$ cat src/rtl/nsc_pkg.sv
// constants, types and register map of the network setup block
// Notes on behaviour
// - setup bit 7 picks the pulse driver, 1 push/pull, 0 open drain, reset 0.
// - with setup bit 6 set the excessive refusal flag sets after 4 NACKs.
// - with setup bit 6 clear the flag sets only after 128 NACKs, the default.
// - setup bit 4 makes the node accept every valid packet, reset 0.
// - an acknowledgement goes out only when the destination equals our node id.
// - receive-all with the transmitter disabled gives a listen-only monitor.
// - setup bits 3..1 pick divisor 8, 16, 32, 64 or 128 for the data rate.
// - the prescaler field resets to 000, the fastest rate.
// - setup bit 0 halves the memory arbitration clock.
// - halved arbitration lengthens host memory access cycles to match.
package nsc_pkg;
	localparam int ADDR_W = 5;
	localparam logic [ADDR_W-1:0] OFF_SETUP = 5'h00;
	localparam logic [ADDR_W-1:0] OFF_IRQ_STATUS = 5'h04;
	localparam logic [ADDR_W-1:0] OFF_IRQ_CLEAR = 5'h08;
	localparam logic [ADDR_W-1:0] OFF_IRQ_ENABLE = 5'h0C;
	localparam logic [ADDR_W-1:0] OFF_DIAG = 5'h10;
	localparam logic [ADDR_W-1:0] OFF_CONTROL = 5'h14;
	localparam logic [ADDR_W-1:0] OFF_NODE_ID = 5'h18;
	localparam logic [7:0] SETUP_RESET = 8'h00;
	localparam logic [7:0] SETUP_WMASK = 8'hDF;
	localparam logic [7:0] NODE_ID_RESET = 8'h00;
	localparam logic [7:0] NACK_SHORT = 8'h04;
	localparam logic [7:0] NACK_LONG = 8'h80;
	localparam logic [2:0] PRESCALE_MAX = 3'h4;
	localparam logic [7:0] RATE_DIV_BASE = 8'h08;
	localparam int IRQ_W = 3;
	localparam int IRQ_EXCESSIVE_REFUSAL_FLAG = 0;
	localparam int IRQ_ACCEPT = 1;
	localparam int IRQ_MEMDONE = 2;
	localparam int CTRL_TX_ENABLE = 0;
	localparam int DIAG_CLEAR = 1;
	localparam logic CTRL_TX_RESET = 1'b1;
	typedef struct packed {
		logic       pulse_push_pull;
		logic       short_nack_threshold;
		logic       reserved;
		logic       receive_every_packet;
		logic [2:0] rate_prescaler_field;
		logic       halved_arbitration;
	} nsc_setup_t;
	typedef struct packed {
		logic       valid;
		logic [7:0] dest;
	} nsc_packet_t;
	typedef struct packed {
		logic       read;
		logic       write;
		logic [ADDR_W-1:0] address;
		logic [3:0] byteenable;
		logic [31:0] writedata;
	} nsc_av_req_t;
endpackage

$ cat src/rtl/nsc_network_setup_config.sv
// setup register, nack diagnostics, rate and arbitration clocks, bus slave
//
// Local design decisions: the Avalon-MM register port and the register addresses.
`timescale 1ns/1ps
module nsc_network_setup_config #(
	parameter int MEM_ACCESS_TICKS = 2
)(
	input  wire logic                ref_clk_in,
	input  wire logic                srst_in,
	input  wire logic                ce_in,
	input  wire nsc_pkg::nsc_av_req_t av_req_in,
	output logic                     av_waitrequest_out,
	output logic [31:0]              av_readdata_out,
	output logic                     irq_out,
	input  wire logic                nack_detect_in,
	input  wire logic                enquiry_ok_in,
	input  wire nsc_pkg::nsc_packet_t packet_in,
	input  wire logic                pulse_level_in,
	input  wire logic                mem_req_in,
	output logic                     packet_accept_out,
	output logic                     ack_send_out,
	output logic                     token_pass_enable_out,
	output logic                     listen_only_out,
	output logic                     excessive_refusal_flag_out,
	output logic                     line_pulse_out,
	output logic                     line_pulse_oe_out,
	output logic                     rate_tick_out,
	output logic                     arb_tick_out,
	output logic                     mem_ack_out
);
	logic [7:0]                 setup_reg;
	nsc_pkg::nsc_setup_t        setup;
	logic [7:0]                 node_id;
	logic                       tx_enable;
	logic [nsc_pkg::IRQ_W-1:0]  irq_status;
	logic [nsc_pkg::IRQ_W-1:0]  irq_enable;
	logic [nsc_pkg::IRQ_W-1:0]  irq_event;
	logic [7:0]                 nack_count;
	logic [7:0]                 nack_limit;
	logic                       excessive_refusal_flag_event;
	logic                       diag_clear;
	logic                       accept_now;
	logic [7:0]                 rate_count;
	logic [7:0]                 rate_div;
	logic                       arb_phase;
	logic                       arb_tick;
	logic [7:0]                 mem_ticks;
	logic                       mem_busy;
	logic                       mem_done;
	logic                       wr_ok;
	logic                       rd_ok;
	logic [31:0]                next_readdata;

	function automatic logic [7:0] rate_divisor(input logic [2:0] code);
		logic [2:0] c;
		c = (code > nsc_pkg::PRESCALE_MAX) ? nsc_pkg::PRESCALE_MAX : code;
		rate_divisor = nsc_pkg::RATE_DIV_BASE << c;
	endfunction

	function automatic logic hit(input logic [nsc_pkg::ADDR_W-1:0] off);
		hit = (av_req_in.address == off);
	endfunction

	assign setup = nsc_pkg::nsc_setup_t'(setup_reg);

	// bus slave: one wait cycle, then the answer at the low-waitrequest edge
	assign wr_ok = av_req_in.write && !av_waitrequest_out
		&& av_req_in.byteenable[0];
	// read data latched in the wait cycle, so it stands while low
	assign rd_ok = av_req_in.read && av_waitrequest_out;

	always_ff @(posedge ref_clk_in)
	begin
		if (srst_in)
			av_waitrequest_out <= 1'b1;
		else if (ce_in)
		begin
			// low for one cycle only, so a held request is not taken twice
			if ((av_req_in.read || av_req_in.write) && av_waitrequest_out)
				av_waitrequest_out <= 1'b0;
			else
				av_waitrequest_out <= 1'b1;
		end
	end

	always_comb
	begin
		next_readdata = 32'h0000_0000;
		if (hit(nsc_pkg::OFF_SETUP))
			next_readdata[7:0] = setup_reg;
		else if (hit(nsc_pkg::OFF_IRQ_STATUS))
			next_readdata[nsc_pkg::IRQ_W-1:0] = irq_status;
		else if (hit(nsc_pkg::OFF_IRQ_ENABLE))
			next_readdata[nsc_pkg::IRQ_W-1:0] = irq_enable;
		else if (hit(nsc_pkg::OFF_DIAG))
		begin
			next_readdata[0] = excessive_refusal_flag_out;
			next_readdata[15:8] = nack_count;
		end
		else if (hit(nsc_pkg::OFF_CONTROL))
			next_readdata[nsc_pkg::CTRL_TX_ENABLE] = tx_enable;
		else if (hit(nsc_pkg::OFF_NODE_ID))
			next_readdata[7:0] = node_id;
	end

	always_ff @(posedge ref_clk_in)
	begin
		if (srst_in)
			av_readdata_out <= 32'h0000_0000;
		else if (ce_in && rd_ok)
			av_readdata_out <= next_readdata;
	end

	// reserved bit is masked so it always reads back zero
	always_ff @(posedge ref_clk_in)
	begin
		if (srst_in)
			setup_reg <= nsc_pkg::SETUP_RESET;
		else if (ce_in && wr_ok && hit(nsc_pkg::OFF_SETUP))
			setup_reg <= av_req_in.writedata[7:0] & nsc_pkg::SETUP_WMASK;
	end

	always_ff @(posedge ref_clk_in)
	begin
		if (srst_in)
			node_id <= nsc_pkg::NODE_ID_RESET;
		else if (ce_in && wr_ok && hit(nsc_pkg::OFF_NODE_ID))
			// node id feeds both the receive filter and the ack compare
			node_id <= av_req_in.writedata[7:0];
	end

	always_ff @(posedge ref_clk_in)
	begin
		if (srst_in)
			tx_enable <= nsc_pkg::CTRL_TX_RESET;
		else if (ce_in && wr_ok && hit(nsc_pkg::OFF_CONTROL))
			// comes up enabled; clearing it with receive_every_packet set gives the monitor mode
			tx_enable <= av_req_in.writedata[nsc_pkg::CTRL_TX_ENABLE];
	end

	// strobe not gated here; every user sits under ce_in
	assign diag_clear = wr_ok && hit(nsc_pkg::OFF_CONTROL)
		&& av_req_in.writedata[nsc_pkg::DIAG_CLEAR];

	always_ff @(posedge ref_clk_in)
	begin
		if (srst_in)
			irq_enable <= '0;
		else if (ce_in && wr_ok && hit(nsc_pkg::OFF_IRQ_ENABLE))
			irq_enable <= av_req_in.writedata[nsc_pkg::IRQ_W-1:0];
	end

	// set beats clear so an event in the clearing cycle survives
	always_comb
	begin
		irq_event = '0;
		irq_event[nsc_pkg::IRQ_EXCESSIVE_REFUSAL_FLAG] = excessive_refusal_flag_event;
		irq_event[nsc_pkg::IRQ_ACCEPT] = accept_now;
		irq_event[nsc_pkg::IRQ_MEMDONE] = mem_done;
	end

	always_ff @(posedge ref_clk_in)
	begin
		if (srst_in)
			irq_status <= '0;
		else if (ce_in)
		begin
			if (wr_ok && hit(nsc_pkg::OFF_IRQ_CLEAR))
				irq_status <= (irq_status
					& ~av_req_in.writedata[nsc_pkg::IRQ_W-1:0]) | irq_event;
			else
				irq_status <= irq_status | irq_event;
		end
	end

	always_ff @(posedge ref_clk_in)
	begin
		if (srst_in)
			irq_out <= 1'b0;
		else if (ce_in)
			// one cycle behind status, but glitch free at the pin
			irq_out <= |(irq_status & irq_enable);
	end

	// nack counting; limit follows the threshold bit live
	assign nack_limit = setup.short_nack_threshold
		? nsc_pkg::NACK_SHORT
		: nsc_pkg::NACK_LONG;
	assign excessive_refusal_flag_event = nack_detect_in && !excessive_refusal_flag_out
		&& (nack_count + 8'h01 >= nack_limit);

	always_ff @(posedge ref_clk_in)
	begin
		if (srst_in)
			nack_count <= 8'h00;
		else if (ce_in)
		begin
			// saturating at FF; below FF a nack beats a clear in the same cycle
			if (nack_detect_in && nack_count != 8'hFF)
				nack_count <= nack_count + 8'h01;
			else if (enquiry_ok_in || diag_clear)
				nack_count <= 8'h00;
		end
	end

	always_ff @(posedge ref_clk_in)
	begin
		if (srst_in)
			excessive_refusal_flag_out <= 1'b0;
		else if (ce_in)
		begin
			if (excessive_refusal_flag_event)
				excessive_refusal_flag_out <= 1'b1;
			else if (diag_clear)
				excessive_refusal_flag_out <= 1'b0;
		end
	end

	// receive filter
	assign accept_now = packet_in.valid
		&& (setup.receive_every_packet || packet_in.dest == node_id);

	always_ff @(posedge ref_clk_in)
	begin
		if (srst_in)
			packet_accept_out <= 1'b0;
		else if (ce_in)
			packet_accept_out <= accept_now;
	end

	// monitor traffic is never acknowledged; listen-only sends nothing
	always_ff @(posedge ref_clk_in)
	begin
		if (srst_in)
			ack_send_out <= 1'b0;
		else if (ce_in)
			ack_send_out <= packet_in.valid && tx_enable
				&& packet_in.dest == node_id;
	end

	always_ff @(posedge ref_clk_in)
	begin
		if (srst_in)
		begin
			token_pass_enable_out <= 1'b0;
			listen_only_out <= 1'b0;
		end
		else if (ce_in)
		begin
			token_pass_enable_out <= tx_enable;
			listen_only_out <= setup.receive_every_packet && !tx_enable;
		end
	end

	// pulse driver: open drain only ever drives the low level
	always_ff @(posedge ref_clk_in)
	begin
		if (srst_in)
		begin
			line_pulse_out <= 1'b0;
			line_pulse_oe_out <= 1'b0;
		end
		else if (ce_in)
		begin
			if (setup.pulse_push_pull)
			begin
				line_pulse_out <= pulse_level_in;
				line_pulse_oe_out <= 1'b1;
			end
			else
			begin
				line_pulse_out <= 1'b0;
				line_pulse_oe_out <= !pulse_level_in;
			end
		end
	end

	// rate prescaler; codes above 100 clamp to the slowest legal divisor
	assign rate_div = rate_divisor(setup.rate_prescaler_field);

	always_ff @(posedge ref_clk_in)
	begin
		if (srst_in)
		begin
			rate_count <= 8'h00;
			rate_tick_out <= 1'b0;
		end
		else if (ce_in)
		begin
			// a count past a shorter divisor ticks at once, no wrap
			if (rate_count + 8'h01 >= rate_div)
			begin
				rate_count <= 8'h00;
				rate_tick_out <= 1'b1;
			end
			else
			begin
				rate_count <= rate_count + 8'h01;
				rate_tick_out <= 1'b0;
			end
		end
	end

	// arbitration clock enable, every cycle or every second one
	assign arb_tick = !setup.halved_arbitration || arb_phase;

	always_ff @(posedge ref_clk_in)
	begin
		if (srst_in)
		begin
			arb_phase <= 1'b0;
			arb_tick_out <= 1'b0;
		end
		else if (ce_in)
		begin
			// phase runs at full rate too, so switching never stalls
			arb_phase <= !arb_phase;
			arb_tick_out <= arb_tick;
		end
	end

	// host memory access counts arbitration ticks, so it stretches too
	assign mem_done = mem_busy && arb_tick
		&& (mem_ticks + 8'h01 >= 8'(MEM_ACCESS_TICKS));

	always_ff @(posedge ref_clk_in)
	begin
		if (srst_in)
		begin
			mem_busy <= 1'b0;
			mem_ticks <= 8'h00;
			mem_ack_out <= 1'b0;
		end
		else if (ce_in)
		begin
			mem_ack_out <= mem_done;
			if (mem_done)
			begin
				mem_busy <= 1'b0;
				mem_ticks <= 8'h00;
			end
			else if (mem_busy && arb_tick)
				mem_ticks <= mem_ticks + 8'h01;
			// ack guard stops a still held request restarting at once
			else if (mem_req_in && !mem_busy && !mem_ack_out)
				mem_busy <= 1'b1;
		end
	end
endmodule

$ cat config.mk
export PLATFORM = sky130hd
export DESIGN_NAME = nsc_network_setup_config
export DESIGN_NICKNAME = d
export VERILOG_FILES = /design/src/rtl/nsc_pkg.sv /design/src/rtl/nsc_network_setup_config.sv
export SDC_FILE = /design/constraint.sdc
export NUM_CORES = 1
export LEC_CHECK = 0
export BUFFER_PORTS_ARGS = -buffer_cell sky130_fd_sc_hd__buf_4
export CORE_AREA = 2 2 93 95
export CTS_CLUSTER_SIZE = 20
export DETAILED_ROUTE_END_ITERATION = 7
export DIE_AREA = 0 0 95 97
export GPL_ROUTABILITY_DRIVEN = 0
export PLACE_DENSITY = 0.74
export SETUP_SLACK_MARGIN = 0.4
export SLEW_MARGIN = 20
export SYNTH_ARGS = -nofsm -noshare
export SYNTH_HDL_FRONTEND = slang
export SYNTH_SLANG_ARGS = --single-unit
export TNS_END_PERCENT = 10
$ cat constraint.sdc
create_clock -name ref_clk_in -period 2.4 [get_ports ref_clk_in]
set_input_delay 0.48 -clock ref_clk_in [delete_from_list [all_inputs] [get_ports ref_clk_in]]
set_output_delay 0.48 -clock ref_clk_in [all_outputs]
set_load 0.01 [all_outputs]
Yosys cells after proc, flatten, opt, wreduce, memory -nomap -nowiden --
Index checks and enable logic that the tools add are counted. W data, S select, Z words.
Operators by class: bitwise logic cells 5, $lt $le $gt $ge 4, add/sub/neg operators 3, multiplexer cells 29, shift operators 1, reductions and logical operators 46, eq/ne operators 9
Operators with widths (number):
- $mux W8 | 10
- $mux W13 | 2
- $add A8 B1 Y8 const B | 3
- $logic_and A1 B1 Y1 | 24
- $ge A8 B8 Y1 | 2
- $eq A5 B5 Y1 const B | 3
- $mux W7 | 2
- $mux W3 | 4
- $mux W1 | 11
- $eq A5 B4 Y1 const B | 2
- $eq A8 B8 Y1 | 1
- $ge A8 B2 Y1 const B | 1
- $logic_not A1 Y1 | 8
- $ne A8 B8 Y1 const B | 1
- $reduce_bool A2 Y1 | 4
- $shl A4 B3 Y8 const A | 1
- $and A3 B3 Y3 | 2
- $or A3 B3 Y3 | 2
- $reduce_and A2 Y1 | 3
- $eq A5 B3 Y1 const B | 1
- $logic_not A5 Y1 | 1
- $logic_or A1 B1 Y1 | 4
- $gt A3 B3 Y1 const B | 1
- $not A3 Y3 | 1
- other kinds (3) | 3
Storage, ports and cells: output and inout bits 44, bits in registers 76

Depth between registers and ports, before layout --
depth in word-level cells 8, gate-level depth with buffers 10, mapped depth without buffers 10

Worst setup path before layout --
No wires, ideal clock.
path type flip-flop to flip-flop, start point reg rate_count[0], end point reg rate_count[3], cell stages (with the launch flop) 11, library setup time 0.070 ns, required time 2.330 ns, period minus slack after synthesis 2.358 ns, setup slack 0.042 ns, buffers on the path 0, data arrival time 2.288 ns, path through dfxtp_1 ha_1 nand3_1 nor2_1 xor2_1 ha_1 a21o_1 a21oi_1 and2_1 or4b_1 a21oi_1
Between the ends: word-level cells in the longest chain between the ends 3
Ends and longest elaborated chain:
- start: declaration | RTL line nsc_network_setup_config.sv:43 | logic [7:0] rate_count;
- start signal: assignment | RTL line nsc_network_setup_config.sv:298 | rate_count <= rate_count + 8'h01;
- $add A8 B1 Y8 * | RTL line nsc_network_setup_config.sv:291, nsc_network_setup_config.sv:298
- $ge A8 B8 Y1 | RTL line nsc_network_setup_config.sv:291 | if (rate_count + 8'h01 >= rate_div)
- $mux W8 * | RTL line nsc_network_setup_config.sv:291
Every way passes the cells marked *; elsewhere a longest branch is shown, timed or not. A chain may end at the register's enable or synchronous reset.

Worst setup path in the final report --
start point reg rate_count[3], end point reg rate_count[3]
Same word-level chain as after synthesis.

==> out/results.ini <==
[outcome]
outcome=complete, no violations

[floorplanning]
rows=33
die_h_um=97
initial_core_util=0.463
die_area_um2=9220
core_area_um2=8130
io-pin-count=103
die_w_um=95

[critical_path]
critPathKind=flip-flop to flip-flop
crit_path_cell_trace=nand3_4 -> nor2_4 -> xor2_2 -> ha_4 -> a21o_1 -> a21oi_2 -> and2_4 -> or4b_4 -> a21oi_2
crit_fanout=6
regToRegSetupSlack_ns=0.002
critPathLaunchType=flip-flop
crit_family=simple AND/OR/NAND/NOR gates
required_ns=2.70
timing.rr.start=rate_count[3]
cp_slowest_cell=dfxtp_1
slowest_delay_ns=0.50
arrival_ns=2.69
crit_path_frequent_cell=a21oi_2
path_buf_inv=0
r2r-end=rate_count[3]
reg2regPathDepth=9
cp-end-kind=flip-flop

[route]
routed_wl_um=9670
drt-pass1-iter-count=5
via_per_inst=5.55
vias=3440
post-route-drc-count=0
postRouteAntennaNets=0
wl_per_cell_um=15.6
first_iter_violations=187

[timing]
hold_slack_ns=0.332
timing.fmax_ghz=0.417
worstMarginPinSlew_ns=0.568
slew_headroom=0.620
period_share=0.999
fin_skew_ns=0.00927
maxSlewViolCount=0
fin_crit_ns=2.40
hold_violations=0
rsz0062_at_grt=yes
finalSetupViolCount=0

[placement]
numPortBuffers=59
place_area_um2=4340
dp_hpwl_um=6840

[min_path]
hold_end=line_pulse_oe_out
min_path_type=input port to flip-flop
worstHoldPathCells=2
hold_start=pulse_level_in

[clock_tree]
cts_tree=yes
cts_root_buffer=clkbuf_8
h-tree-depth=3
clk_path_buf_depth=2
numCtsBuffers=9
clk_pin_slew_ns=0.09
worstSkewPairLatency_ns=0.35
cts_sinks=76
cts-hold-fix-buffers=0

[global_routing]
grt_pass1_vias=3308
track_usage=0.214
overflow=0
grt_pass1_wl_um=15800
grt_max_degree=46
antenna_found_initial=0

[logic_synthesis]
ys_ff_latch=76
synthArstFlopShare=0
yosysUniqueCellTypes=60
ys.warnings.count=0
synth_cells=433
synthFlopType=dfxtp_1
synth.yosys.seq_area_share=0.404
synth_area_um2=3770
syn_area_per_cell_um2=8.70
synth_edf_count=0

[cells_and_area]
regArea_um2=1530
n_fill_cell=700
multiInputGateArea_um2=2170
final_layout_size_suffix_gt1_frac=0.256
final_common_cell=buf_4
syn_to_final_growth_pct=26.8
num_antenna_cells=0
fin_nets=581
mostFrequentLayoutCells=buf_4 (86), dfxtp_1 (72), nor2_1 (45)
largest_reg_flops=16
stdcell_area_um2=4780
top_register=av_readdata_out

[run]
cap_violations=0

[power_and_ir_drop]
leakagePower_nw=1.97
worst_ir_drop_vdd_v=0.000343
cellPowerDensity_nw_per_um2=574

through the flow:
stage | setup slack (ns) | instances | total power [W] | utilization | TNS, ns
after floorplan | 0.129 | 448 | 0.00147 | - | 0
after global placement | -0.000907 | 594 | 0.00156 | 0.533 | -0.000907
after detailed placement | -0.0890 | 594 | 0.00156 | 0.533 | -0.0890
after CTS | 0.00234 | 616 | 0.00275 | 0.573 | 0
after global routing | -0.113 | 620 | 0.00285 | 0.587 | -0.117
final | 0.00233 | 620 | 0.00274 | 0.587 | 0
worst max-delay path by stage:
| stage | slack, ns | depth (start not counted) | end | start |
|---|---|---|---|---|
| final | 0.002 | 9 | rate_count[3] | rate_count[3] |
| after CTS | 0.002 | 10 | rate_count[3] | rate_count[0] |
| after floorplan | 0.13 | 10 | rate_count[3] | rate_count[0] |
| after global routing | -0.11 | 9 | rate_count[3] | rate_count[3] |
| after detailed placement | -0.09 | 10 | rate_count[3] | rate_count[1] |
| after global placement | -0.0009 | 10 | rate_count[3] | rate_count[0] |
repair_timing:
| item | CTS | global route |
|---|---|---|
| pin swaps | 7 | 5 |
| buffers inserted | 6 | 4 |
| setup endpoints to repair | 9 | 19 |
| gates resized for setup | 6 | 16 |
layout make-up:
class	instances	area share
Tap cell	105	0.0275
Sequential cell	76	0.321
Clock buffer	9	0.0259
Clock inverter	7	0.0259
Inverter	13	0.0102
Timing Repair Buffer	86	0.135
Multi-Input combinational cell	324	0.455
synthesized netlist by cell type, types with 2 or more instances:
cell type,number,area [um2]
a211oi_1,4,30.0
a21o_1,6,45.0
a21oi_1,22,110
a221oi_1,6,52.6
a22o_1,3,26.3
a22oi_1,8,60.1
a2bb2oi_1,2,17.5
a31o_2,4,35.0
a31oi_1,2,12.5
a32o_1,4,40.0
a32oi_1,2,17.5
and2_1,5,31.3
and3_1,13,81.3
buf_1,6,22.5
buf_2,3,15.0
buf_4,17,128
clkbuf_1,8,30.0
dfxtp_1,76,1520
ha_1,12,150
inv_1,13,48.8
mux2i_1,16,160
nand2_1,36,135
nand2b_1,7,43.8
nand3_1,27,135
nand4_1,7,43.8
nor2_1,46,173
nor2b_1,2,12.5
nor3_1,13,65.1
nor4_1,2,12.5
o211a_1,2,20.0
o211ai_1,2,15.0
o21ai_0,10,50.1
o41ai_1,2,17.5
or3_1,3,18.8
xnor2_1,12,105
xor2_1,6,52.6
report_power, final:
| part | internal [W] | switching [W] | total (W) |
|---|---|---|---|
| clock network | 0.000698 | 0.000510 | 0.00121 |
| registers | 0.00128 | 0.0000182 | 0.00130 |
| logic | 0.000103 | 0.000135 | 0.000238 |
routing by layer:
layer	share of wire	wire [um]	GRT usage
met1	0.44	4220	0.286
met2	0.48	4640	0.339
met3	0.067	648	0.0444
met4	0.017	161	0.0780
met5	0	0	0
cell families (layout without fill, tap and decap cells):
logic type	count (synthesis)	in the layout	share of synthesized area
other	1	16	0.000996
muxes	17	17	0.0455
buffers and inverters	48	115	0.0678
DFF	76	76	0.404
adders and majority gates	12	12	0.0399
xor gates and xnor gates	18	18	0.0419
and+or+nand+nor	173	173	0.235
AOI/OAI and AO/OA	88	88	0.165
Power figures use the tool's default switching activity.
